## config.mk

```make
export PLATFORM = sky130hd
export DESIGN_NAME = lcd_multiplex_frame_timing
export DESIGN_NICKNAME = d
export VERILOG_FILES = /design/src/include/lcd_timing_pkg.sv /design/src/core/lcd_multiplex_frame_timing.sv
export SDC_FILE = /design/constraint.sdc
export NUM_CORES = 1
export LEC_CHECK = 0
export ABC_CLOCK_PERIOD_IN_PS = 6110
export BUFFER_PORTS_ARGS = -buffer_cell sky130_fd_sc_hd__buf_2
export CAP_MARGIN = 20
export CORE_ASPECT_RATIO = 1.75
export CORE_UTILIZATION = 55
export CTS_BUF_LIST = sky130_fd_sc_hd__clkbuf_16
export DETAILED_ROUTE_END_ITERATION = 6
export PLACE_DENSITY_LB_ADDON = 0.1
export SETUP_SLACK_MARGIN = 0.1
export SLEW_MARGIN = 10
export SYNTH_ARGS = -nofsm -noshare
export SYNTH_HDL_FRONTEND = slang
export SYNTH_SLANG_ARGS = --single-unit
```

## constraint.sdc

```tcl
create_clock -name clk -period 6.11 [get_ports clk]
set_clock_uncertainty 0.05 [all_clocks]
set_input_delay 1.222 -clock clk [delete_from_list [all_inputs] [get_ports clk]]
set_output_delay 1.222 -clock clk [all_outputs]
set_load 0.05 [all_outputs]
```

## src/include/lcd_timing_pkg.sv

```systemverilog
// Purpose: shared constants for the lcd multiplex frame timing core
// Assumes: system clock of 250 MHz; drive levels are bias ladder taps
// Notes:   level code 0 is the positive supply, 3 the lcd supply
package lcd_timing_pkg;
    // system clock and internal oscillator rates
    localparam int unsigned SYS_HZ    = 250_000_000;
    localparam int unsigned OSC_HZ    = 200_000;   // normal mode oscillator
    localparam int unsigned OSC_PS_HZ = 31_000;    // power-saving oscillator
    // half periods of the internal oscillator, rounded down
    localparam logic [11:0] OSC_HALF    = 12'(SYS_HZ / (2 * OSC_HZ));
    localparam logic [11:0] OSC_PS_HALF = 12'(SYS_HZ / (2 * OSC_PS_HZ));

    // working clocks per frame, and per slot for 1:3 mode
    localparam logic [11:0] DIV_NORMAL = 12'd2880;
    localparam logic [11:0] DIV_PS     = 12'd480;
    localparam logic [11:0] DIV_NORMAL_3 = 12'(2880 / 3);
    localparam logic [11:0] DIV_PS_3     = 12'(480 / 3);

    // drive mode encodings
    localparam logic [1:0] MODE_MUX4   = 2'h0;
    localparam logic [1:0] MODE_STATIC = 2'h1;
    localparam logic [1:0] MODE_MUX2   = 2'h2;
    localparam logic [1:0] MODE_MUX3   = 2'h3;

    // bias ladder taps; with half bias taps 1 and 2 coincide
    localparam logic [1:0] LVL_VDD = 2'h0;
    localparam logic [1:0] LVL_13  = 2'h1;
    localparam logic [1:0] LVL_23  = 2'h2;
    localparam logic [1:0] LVL_LCD = 2'h3;

    // geometry
    localparam int unsigned NUM_SEG  = 24;
    localparam int unsigned NUM_BP   = 4;
    localparam logic [4:0]  SEG_LAST = 5'd23;

    // reset values
    localparam logic [1:0] RST_MODE = MODE_MUX4;
    localparam logic       RST_HALF = 1'b0;
endpackage : lcd_timing_pkg

```

## src/core/lcd_multiplex_frame_timing.sv

```systemverilog
// Purpose: frame timing, display register and lcd drive sequencing
// Assumes: mode, bias and ram writes come from logic on clk
// Notes:   outputs are 2-bit bias ladder tap codes per pin
//
// Summary of operation
// - one system clock times all logic
// - frame is 2880 or 480 working clocks
// - internal clock follows mode; external follows pin
// - select low: internal oscillator, drive clock pin
// - select high: clock pin is input
// - hold scl low while a byte waits behind an unstored one
// - cascade sync keeps chips aligned
// - display register holds one ram column
// - shift register preloads next column meanwhile
// - 24 segments from phase and register bit
// - static: one backplane, two levels
// - 1:2 uses two backplanes, half/third bias
// - 1:3 uses three backplanes, third bias
// - 1:4 uses four backplanes, third bias
// - 1:3 and 1:4 allow half bias
// - ram rows 0-3 with backplanes 0-3
// - 1:3: backplane 3 copies backplane 1
// - 1:2: pairs 0/2 and 1/3 identical
// - reset: 1:4 mode, outputs at supply
`timescale 1ns/1ps
module lcd_multiplex_frame_timing (
    input  wire logic        clk,
    input  wire logic        sys_rst,
    input  wire logic        osc_select,
    input  wire logic        clk_pin_in,
    output logic             clk_pin_out,
    output logic             clk_pin_oe,
    input  wire logic [1:0]  mux_mode,
    input  wire logic        half_bias,
    input  wire logic        power_save,
    input  wire logic        wr_valid,
    input  wire logic [4:0]  wr_addr,
    input  wire logic [3:0]  wr_data,
    output logic             scl_hold,
    input  wire logic        sync_in,
    output logic             sync_out,
    output logic             sync_oe,
    output logic [7:0]       backplane_outputs,
    output logic [47:0]      segment_outputs,
    output logic             frame_rate
);

    // working clocks per slot for the latched mode
    function automatic logic [11:0] slot_len(input logic [1:0] m, input logic ps);
        logic [11:0] d;
        d = ps ? lcd_timing_pkg::DIV_PS : lcd_timing_pkg::DIV_NORMAL;
        case (m)
            lcd_timing_pkg::MODE_STATIC: slot_len = d;
            lcd_timing_pkg::MODE_MUX2:   slot_len = {1'b0, d[11:1]};
            lcd_timing_pkg::MODE_MUX3:   slot_len = ps ? lcd_timing_pkg::DIV_PS_3
                                                       : lcd_timing_pkg::DIV_NORMAL_3;
            default:                     slot_len = {2'b00, d[11:2]};
        endcase
    endfunction : slot_len

    // index of the last slot in a frame
    function automatic logic [1:0] last_slot(input logic [1:0] m);
        case (m)
            lcd_timing_pkg::MODE_STATIC: last_slot = 2'h0;
            lcd_timing_pkg::MODE_MUX2:   last_slot = 2'h1;
            lcd_timing_pkg::MODE_MUX3:   last_slot = 2'h2;
            default:                     last_slot = 2'h3;
        endcase
    endfunction : last_slot

    // slot in which backplane k is selected
    function automatic logic [1:0] bp_slot(input logic [1:0] k, input logic [1:0] m);
        case (m)
            lcd_timing_pkg::MODE_STATIC: bp_slot = 2'h0;
            lcd_timing_pkg::MODE_MUX2:   bp_slot = {1'b0, k[0]};
            lcd_timing_pkg::MODE_MUX3:   bp_slot = (k == 2'h3) ? 2'h1 : k;
            default:                     bp_slot = k;
        endcase
    endfunction : bp_slot

    // backplane tap: selected swings full scale, idle sits mid ladder
    function automatic logic [1:0] bp_level(input logic sel, input logic pol,
                                            input logic half);
        if (sel)
            bp_level = pol ? lcd_timing_pkg::LVL_LCD : lcd_timing_pkg::LVL_VDD;
        else if (half)
            bp_level = lcd_timing_pkg::LVL_13;
        else
            bp_level = pol ? lcd_timing_pkg::LVL_13 : lcd_timing_pkg::LVL_23;
    endfunction : bp_level

    // segment tap: on opposes the selected backplane
    function automatic logic [1:0] seg_level(input logic on, input logic pol,
                                             input logic half, input logic stat);
        if (on)
            seg_level = pol ? lcd_timing_pkg::LVL_VDD : lcd_timing_pkg::LVL_LCD;
        else if (stat)
            seg_level = pol ? lcd_timing_pkg::LVL_LCD : lcd_timing_pkg::LVL_VDD;
        else if (half)
            seg_level = lcd_timing_pkg::LVL_13;
        else
            seg_level = pol ? lcd_timing_pkg::LVL_23 : lcd_timing_pkg::LVL_13;
    endfunction : seg_level

    logic        osc_sel_s1;
    logic        osc_sel_s2;
    logic        clkp_s1;
    logic        clkp_s2;
    logic        clkp_d;
    logic        sync_s1;
    logic        sync_s2;
    logic        sync_d;
    logic [11:0] osc_cnt;
    logic        osc_level;
    logic        tick;
    logic [1:0]  mode_q;
    logic        half_q;
    logic        ps_q;
    logic [11:0] tick_cnt;
    logic [1:0]  slot;
    logic        pol;
    logic        slot_end;
    logic        frame_end;
    logic        drive_upd;
    logic        sync_fall;
    logic [1:0]  next_row;
    logic [3:0]  ram [lcd_timing_pkg::NUM_SEG];
    logic [23:0] shift_reg;
    logic [23:0] disp_reg;
    logic [4:0]  shift_idx;
    logic        pend_a;
    logic [4:0]  addr_a;
    logic [3:0]  data_a;
    logic        pend_b;
    logic [4:0]  addr_b;
    logic [3:0]  data_b;

    // pin inputs pass two flops; the third stage feeds edge detection only
    always_ff @(posedge clk) begin
        osc_sel_s1 <= osc_select;
        osc_sel_s2 <= osc_sel_s1;
        clkp_s1    <= clk_pin_in;
        clkp_s2    <= clkp_s1;
        clkp_d     <= clkp_s2;
        sync_s1    <= sync_in;
        sync_s2    <= sync_s1;
        sync_d     <= sync_s2;
    end

    // internal oscillator; its rate follows power-saving mode
    always_ff @(posedge clk) begin
        if (sys_rst || osc_sel_s2) begin
            osc_cnt   <= 12'h000;
            osc_level <= 1'b0;
        end else if (osc_cnt >= (power_save ? lcd_timing_pkg::OSC_PS_HALF
                                            : lcd_timing_pkg::OSC_HALF) - 12'h001) begin
            osc_cnt   <= 12'h000;
            osc_level <= ~osc_level;
        end else begin
            osc_cnt   <= osc_cnt + 12'h001;
        end
    end

    // clock pin: driven out for cascades only when internal source chosen
    always_ff @(posedge clk) begin
        if (sys_rst) begin
            clk_pin_out <= 1'b0;
            clk_pin_oe  <= 1'b0;
        end else begin
            clk_pin_out <= osc_level;
            clk_pin_oe  <= ~osc_sel_s2;
        end
    end

    // one working clock tick per rising edge of the chosen source
    always_ff @(posedge clk) begin
        if (sys_rst)
            tick <= 1'b0;
        else if (osc_sel_s2)
            tick <= clkp_s2 & ~clkp_d;
        else
            tick <= ~osc_level & (osc_cnt == (power_save ? lcd_timing_pkg::OSC_PS_HALF
                                   : lcd_timing_pkg::OSC_HALF) - 12'h001);
    end

    assign slot_end  = tick && (tick_cnt == slot_len(mode_q, ps_q) - 12'h001);
    assign frame_end = slot_end && (slot == last_slot(mode_q));
    // another chip pulling sync low marks its frame start
    assign sync_fall = sync_d & ~sync_s2 & (slot != 2'h0);
    assign next_row  = (slot == last_slot(mode_q)) ? 2'h0 : slot + 2'h1;

    // slot and frame counters; mode changes only take effect at frame start
    always_ff @(posedge clk) begin
        if (sys_rst) begin
            tick_cnt <= 12'h000;
            slot     <= 2'h0;
            pol      <= 1'b0;
            mode_q   <= lcd_timing_pkg::RST_MODE;
            half_q   <= lcd_timing_pkg::RST_HALF;
            ps_q     <= 1'b0;
        end else if (sync_fall) begin
            tick_cnt <= 12'h000;
            slot     <= 2'h0;
        end else if (frame_end) begin
            tick_cnt <= 12'h000;
            slot     <= 2'h0;
            pol      <= ~pol;      // alternate frames keep the panel dc free
            mode_q   <= mux_mode;
            half_q   <= half_bias | (mux_mode == lcd_timing_pkg::MODE_STATIC);
            ps_q     <= power_save;
        end else if (slot_end) begin
            tick_cnt <= 12'h000;
            slot     <= slot + 2'h1;
        end else if (tick) begin
            tick_cnt <= tick_cnt + 12'h001;
        end
    end

    // open-drain sync: pull low through slot 0 of each frame
    always_ff @(posedge clk) begin
        if (sys_rst) begin
            sync_out <= 1'b0;
            sync_oe  <= 1'b0;
        end else begin
            sync_out <= 1'b0;
            sync_oe  <= (slot == 2'h0);
        end
    end

    // frame strobe, one clk wide
    always_ff @(posedge clk) begin
        if (sys_rst)
            frame_rate <= 1'b0;
        else
            frame_rate <= frame_end;
    end

    // two-deep byte holding; the second slot only fills while stretching
    always_ff @(posedge clk) begin
        if (sys_rst) begin
            pend_a <= 1'b0;
            pend_b <= 1'b0;
            addr_a <= 5'h00;
            data_a <= 4'h0;
            addr_b <= 5'h00;
            data_b <= 4'h0;
        end else begin
            if (tick && pend_a) begin
                pend_a <= pend_b | wr_valid;
                addr_a <= pend_b ? addr_b : wr_addr;
                data_a <= pend_b ? data_b : wr_data;
                pend_b <= pend_b & wr_valid;
            end else if (wr_valid && !pend_a) begin
                pend_a <= 1'b1;
                addr_a <= wr_addr;
                data_a <= wr_data;
            end else if (wr_valid) begin
                pend_b <= 1'b1;
            end
            if (wr_valid && pend_a && !(tick && pend_b)) begin
                addr_b <= wr_addr;
                data_b <= wr_data;
            end
        end
    end

    // scl is stretched while a byte waits behind an unstored one
    always_ff @(posedge clk) begin
        if (sys_rst)
            scl_hold <= 1'b0;
        else
            scl_hold <= pend_b | (wr_valid & pend_a);
    end

    // ram stores are paced by the working clock
    always_ff @(posedge clk) begin
        if (tick && pend_a && addr_a <= lcd_timing_pkg::SEG_LAST)
            ram[addr_a] <= data_a;
    end

    // serial preload of the next column, one segment per tick
    always_ff @(posedge clk) begin
        if (sys_rst) begin
            shift_reg <= 24'h000000;
            disp_reg  <= 24'h000000;
            shift_idx <= 5'h00;
        end else if (slot_end || sync_fall) begin
            disp_reg  <= shift_reg;
            shift_idx <= 5'h00;
        end else if (tick && shift_idx <= lcd_timing_pkg::SEG_LAST) begin
            shift_reg <= {ram[shift_idx][next_row], shift_reg[23:1]};
            shift_idx <= shift_idx + 5'h01;
        end
    end

    // outputs refresh the clk after a slot change, so disp_reg is settled
    always_ff @(posedge clk) begin
        if (sys_rst)
            drive_upd <= 1'b0;
        else
            drive_upd <= slot_end | sync_fall;
    end

    // backplane drive; idle at supply until the first slot completes
    always_ff @(posedge clk) begin
        if (sys_rst) begin
            backplane_outputs <= {8{1'b0}};
        end else if (drive_upd) begin
            for (int k = 0; k < lcd_timing_pkg::NUM_BP; k++)
                backplane_outputs[2*k +: 2] <=
                    bp_level(bp_slot(2'(k), mode_q) == slot, pol, half_q);
        end
    end

    // segment drive from register bit and current phase
    always_ff @(posedge clk) begin
        if (sys_rst) begin
            segment_outputs <= {48{1'b0}};
        end else if (drive_upd) begin
            for (int s = 0; s < lcd_timing_pkg::NUM_SEG; s++)
                segment_outputs[2*s +: 2] <= seg_level(disp_reg[s], pol, half_q,
                    mode_q == lcd_timing_pkg::MODE_STATIC);
        end
    end

endmodule : lcd_multiplex_frame_timing

```

==> run metrics <==
status finished, violations left; violated checks design-rule violations; hold_buf cts 0; asr flop ratio synth 0; worst-path cell chain inv_1, ha_1, or3_1, a211oi_2, xnor2_1, a31oi_1, a2111oi_4, or3_1, nor2_1; hold wc startpoint sync_s1$_DFF_P_; final instance area 0.0129 sq mm; yosys warns 0; initial antenna violation count 0; worst-path cell with the longest stage delay a2111oi_4; global placement routability congestion 0.816; Slew headroom 0.373; Initial Util 0.564; largest registers ram: 96 flops, segment_outputs: 48 flops; largest net degree at the start of global routing 72; Buf/Inv on CP 1; critical path's most frequent cell or3_1; buffers added on ports 79; clock slew at reported path FFs 70 ps; area of the core 0.0204 sq mm; final design utilization 0.634; residual DRC count 28; Main synth FF type dfxtp_1; crit path DAT 4140 ps; Tmin final 3810 ps; Routed Antenna Nets 0; P&R area growth vs syn 12.5%; DRT Pass-1 Iters 7; Seq/Total Area, Yosys 0.566; antenna cells 0; Biggest register ram; clk buf depth 3; cts repair resizes 0; drt initial violations 414; vias per cell 5.59; Final Hold Viols 0; DP Area 0.0120 sq mm; CP Class reg2reg; area of the multi-input gates 0.00458 sq mm; Peak VDD IR 0.256 mV; Nets 1137; number of top-level pins 81; total power 3.77 mW; dpl hpwl 15300 microns; Vias 7642; Synth top area share 0.315; CTS tree done; Worst EP required 6440 ps; wire per inst 16.5 microns; Synth area leaders dfxtp_1 32%, edfxtp_1 25%, mux2i_1 6.7%; type of origin of the critical path flop; Post-Syn Nets 1082; CP max FO 18; Maximum Capacitance Violations 0; Total Routed Length 22600 microns; CP top delay family compound AO/OA/AOI/OAI gates; Setup Buffers After CTS 0; total CTS buffers 26; clock sinks 277; Setup TNS 0 ps; Leak 5.10 nW; die footprint 0.0215 sq mm; register area 0.00651 sq mm; cell area power density 292 mW/mm^2; htree depth 1; gr usage total 0.211; Vert. Die Dim 193 microns; Peak Freq 262 MHz; max-slew violations 0; Post-synth EDFFs 96; largest area contributor in the netlist dfxtp_1; Cell variety after synth 57; Post-Synthesis Cells 1043; Avg Cell Area, Syn 11.0 sq um; reg-to-reg startpoint mode_q[1]$_SDFFE_PP0P_; Final setup viols 0; Hold Crit Class reg2reg; CP Capture Type flop; first-pass GRT wire length 36900 microns; clock latency on the worst-skew pair 530 ps; DIE WIDTH 111 microns; root buffer cell clkbuf_16; synthesized area 0.0115 sq mm; Worst-Margin Slew 917 ps; vias in the first global route 7470; Fill cells 1651; fin crit share 0.624; # rows 69; max reg flops 96; GR Overflow Total 0; share of cells above drive strength 1 0.144; setup repair after global routing missed its margin false; CP max stage delay 670 ps; #FFs+latches synth 277; CP Launch Point mode_q[1]$_SDFFE_PP0P_
==> kinds of logic after synthesis <==
kind of cell | Yosys count | share of synthesized area
adders and majority gates | 20 | 0.0218
buffers and inverters | 97 | 0.0355
AOI/OAI and AO/OA | 153 | 0.0851
muxes | 106 | 0.122
and+or+nand+nor | 356 | 0.144
DFF | 277 | 0.566
other | 1 | 0.000326
xor gates and xnor gates | 33 | 0.0251
==> routing by layer <==
metal | vias up | global-route usage | share of wire
li1 | 3797 | - | -
met1 | 3643 | 0.234 | 0.39
met2 | 155 | 0.400 | 0.54
met3 | 47 | 0.0247 | 0.032
met4 | 0 | 0.0931 | 0.035
met5 | - | 0 | 0
==> cell usage after synthesis, drive strengths merged (3+ instances only) <==
| master | instances |
|---|---|
| inv | 37 |
| a21oi | 25 |
| and2 | 4 |
| o21ai | 37 |
| nand2 | 23 |
| mux4 | 27 |
| nor3 | 12 |
| o22ai | 52 |
| a211oi | 15 |
| or3 | 6 |
| and3 | 7 |
| dfxtp | 181 |
| nand4 | 8 |
| clkbuf | 45 |
| nor2b | 6 |
| mux2i | 77 |
| ha | 20 |
| edfxtp | 96 |
| nand3b | 7 |
| a2111oi | 3 |
| nand2b | 55 |
| buf | 15 |
| a21o | 3 |
| nand3 | 13 |
| xor2 | 15 |
| nor2 | 205 |
| xnor2 | 18 |
==> area by class of cell <==
class,instances,share of cell area
clock buffers,27,0.0523
clock inverters,21,0.0192
well taps,248,0.0240
multi-input cells,669,0.354
flip-flops and latches,277,0.503
inverters,37,0.0107
repair buffers,87,0.0360
==> path summary, 6_finish.rpt <==
path / to / depth (start not counted) / slack (ps)
setup / recovery: flop / 9 / 2300
hold / removal: sync_s2$_DFF_P_ / 0 / 280
setup reg to reg: flop / 9 / 2300
hold reg to reg: sync_s2$_DFF_P_ / 0 / 280
==> cell usage in the layout (no fill, tap or decap), drive strengths merged, types with 20 or more instances in the layout <==
cell type	count
nor2	205
dfxtp	181
edfxtp	96
buf	87
mux2i	77
nand2b	55
o22ai	52
inv	42
o21ai	37
mux4	27
clkbuf	27
a21oi	25
nand2	23
ha	20
==> report_power, final <==
part           internal [mW]  switching (mW)
sequential              1.93          0.0273
clock                   1.05           0.679
combinational         0.0377          0.0541
total                   3.01           0.760
==> metrics by stage <==
step	setup WS, ps	instances	hold WS [ps]
CTS	2300	1365	278
global route	1950	1366	285
detailed placement	2340	1317	265
floorplan	2940	1043	260
global placement	2440	1316	260
finish	2300	1366	279
(Power assumes the default switching activity.)
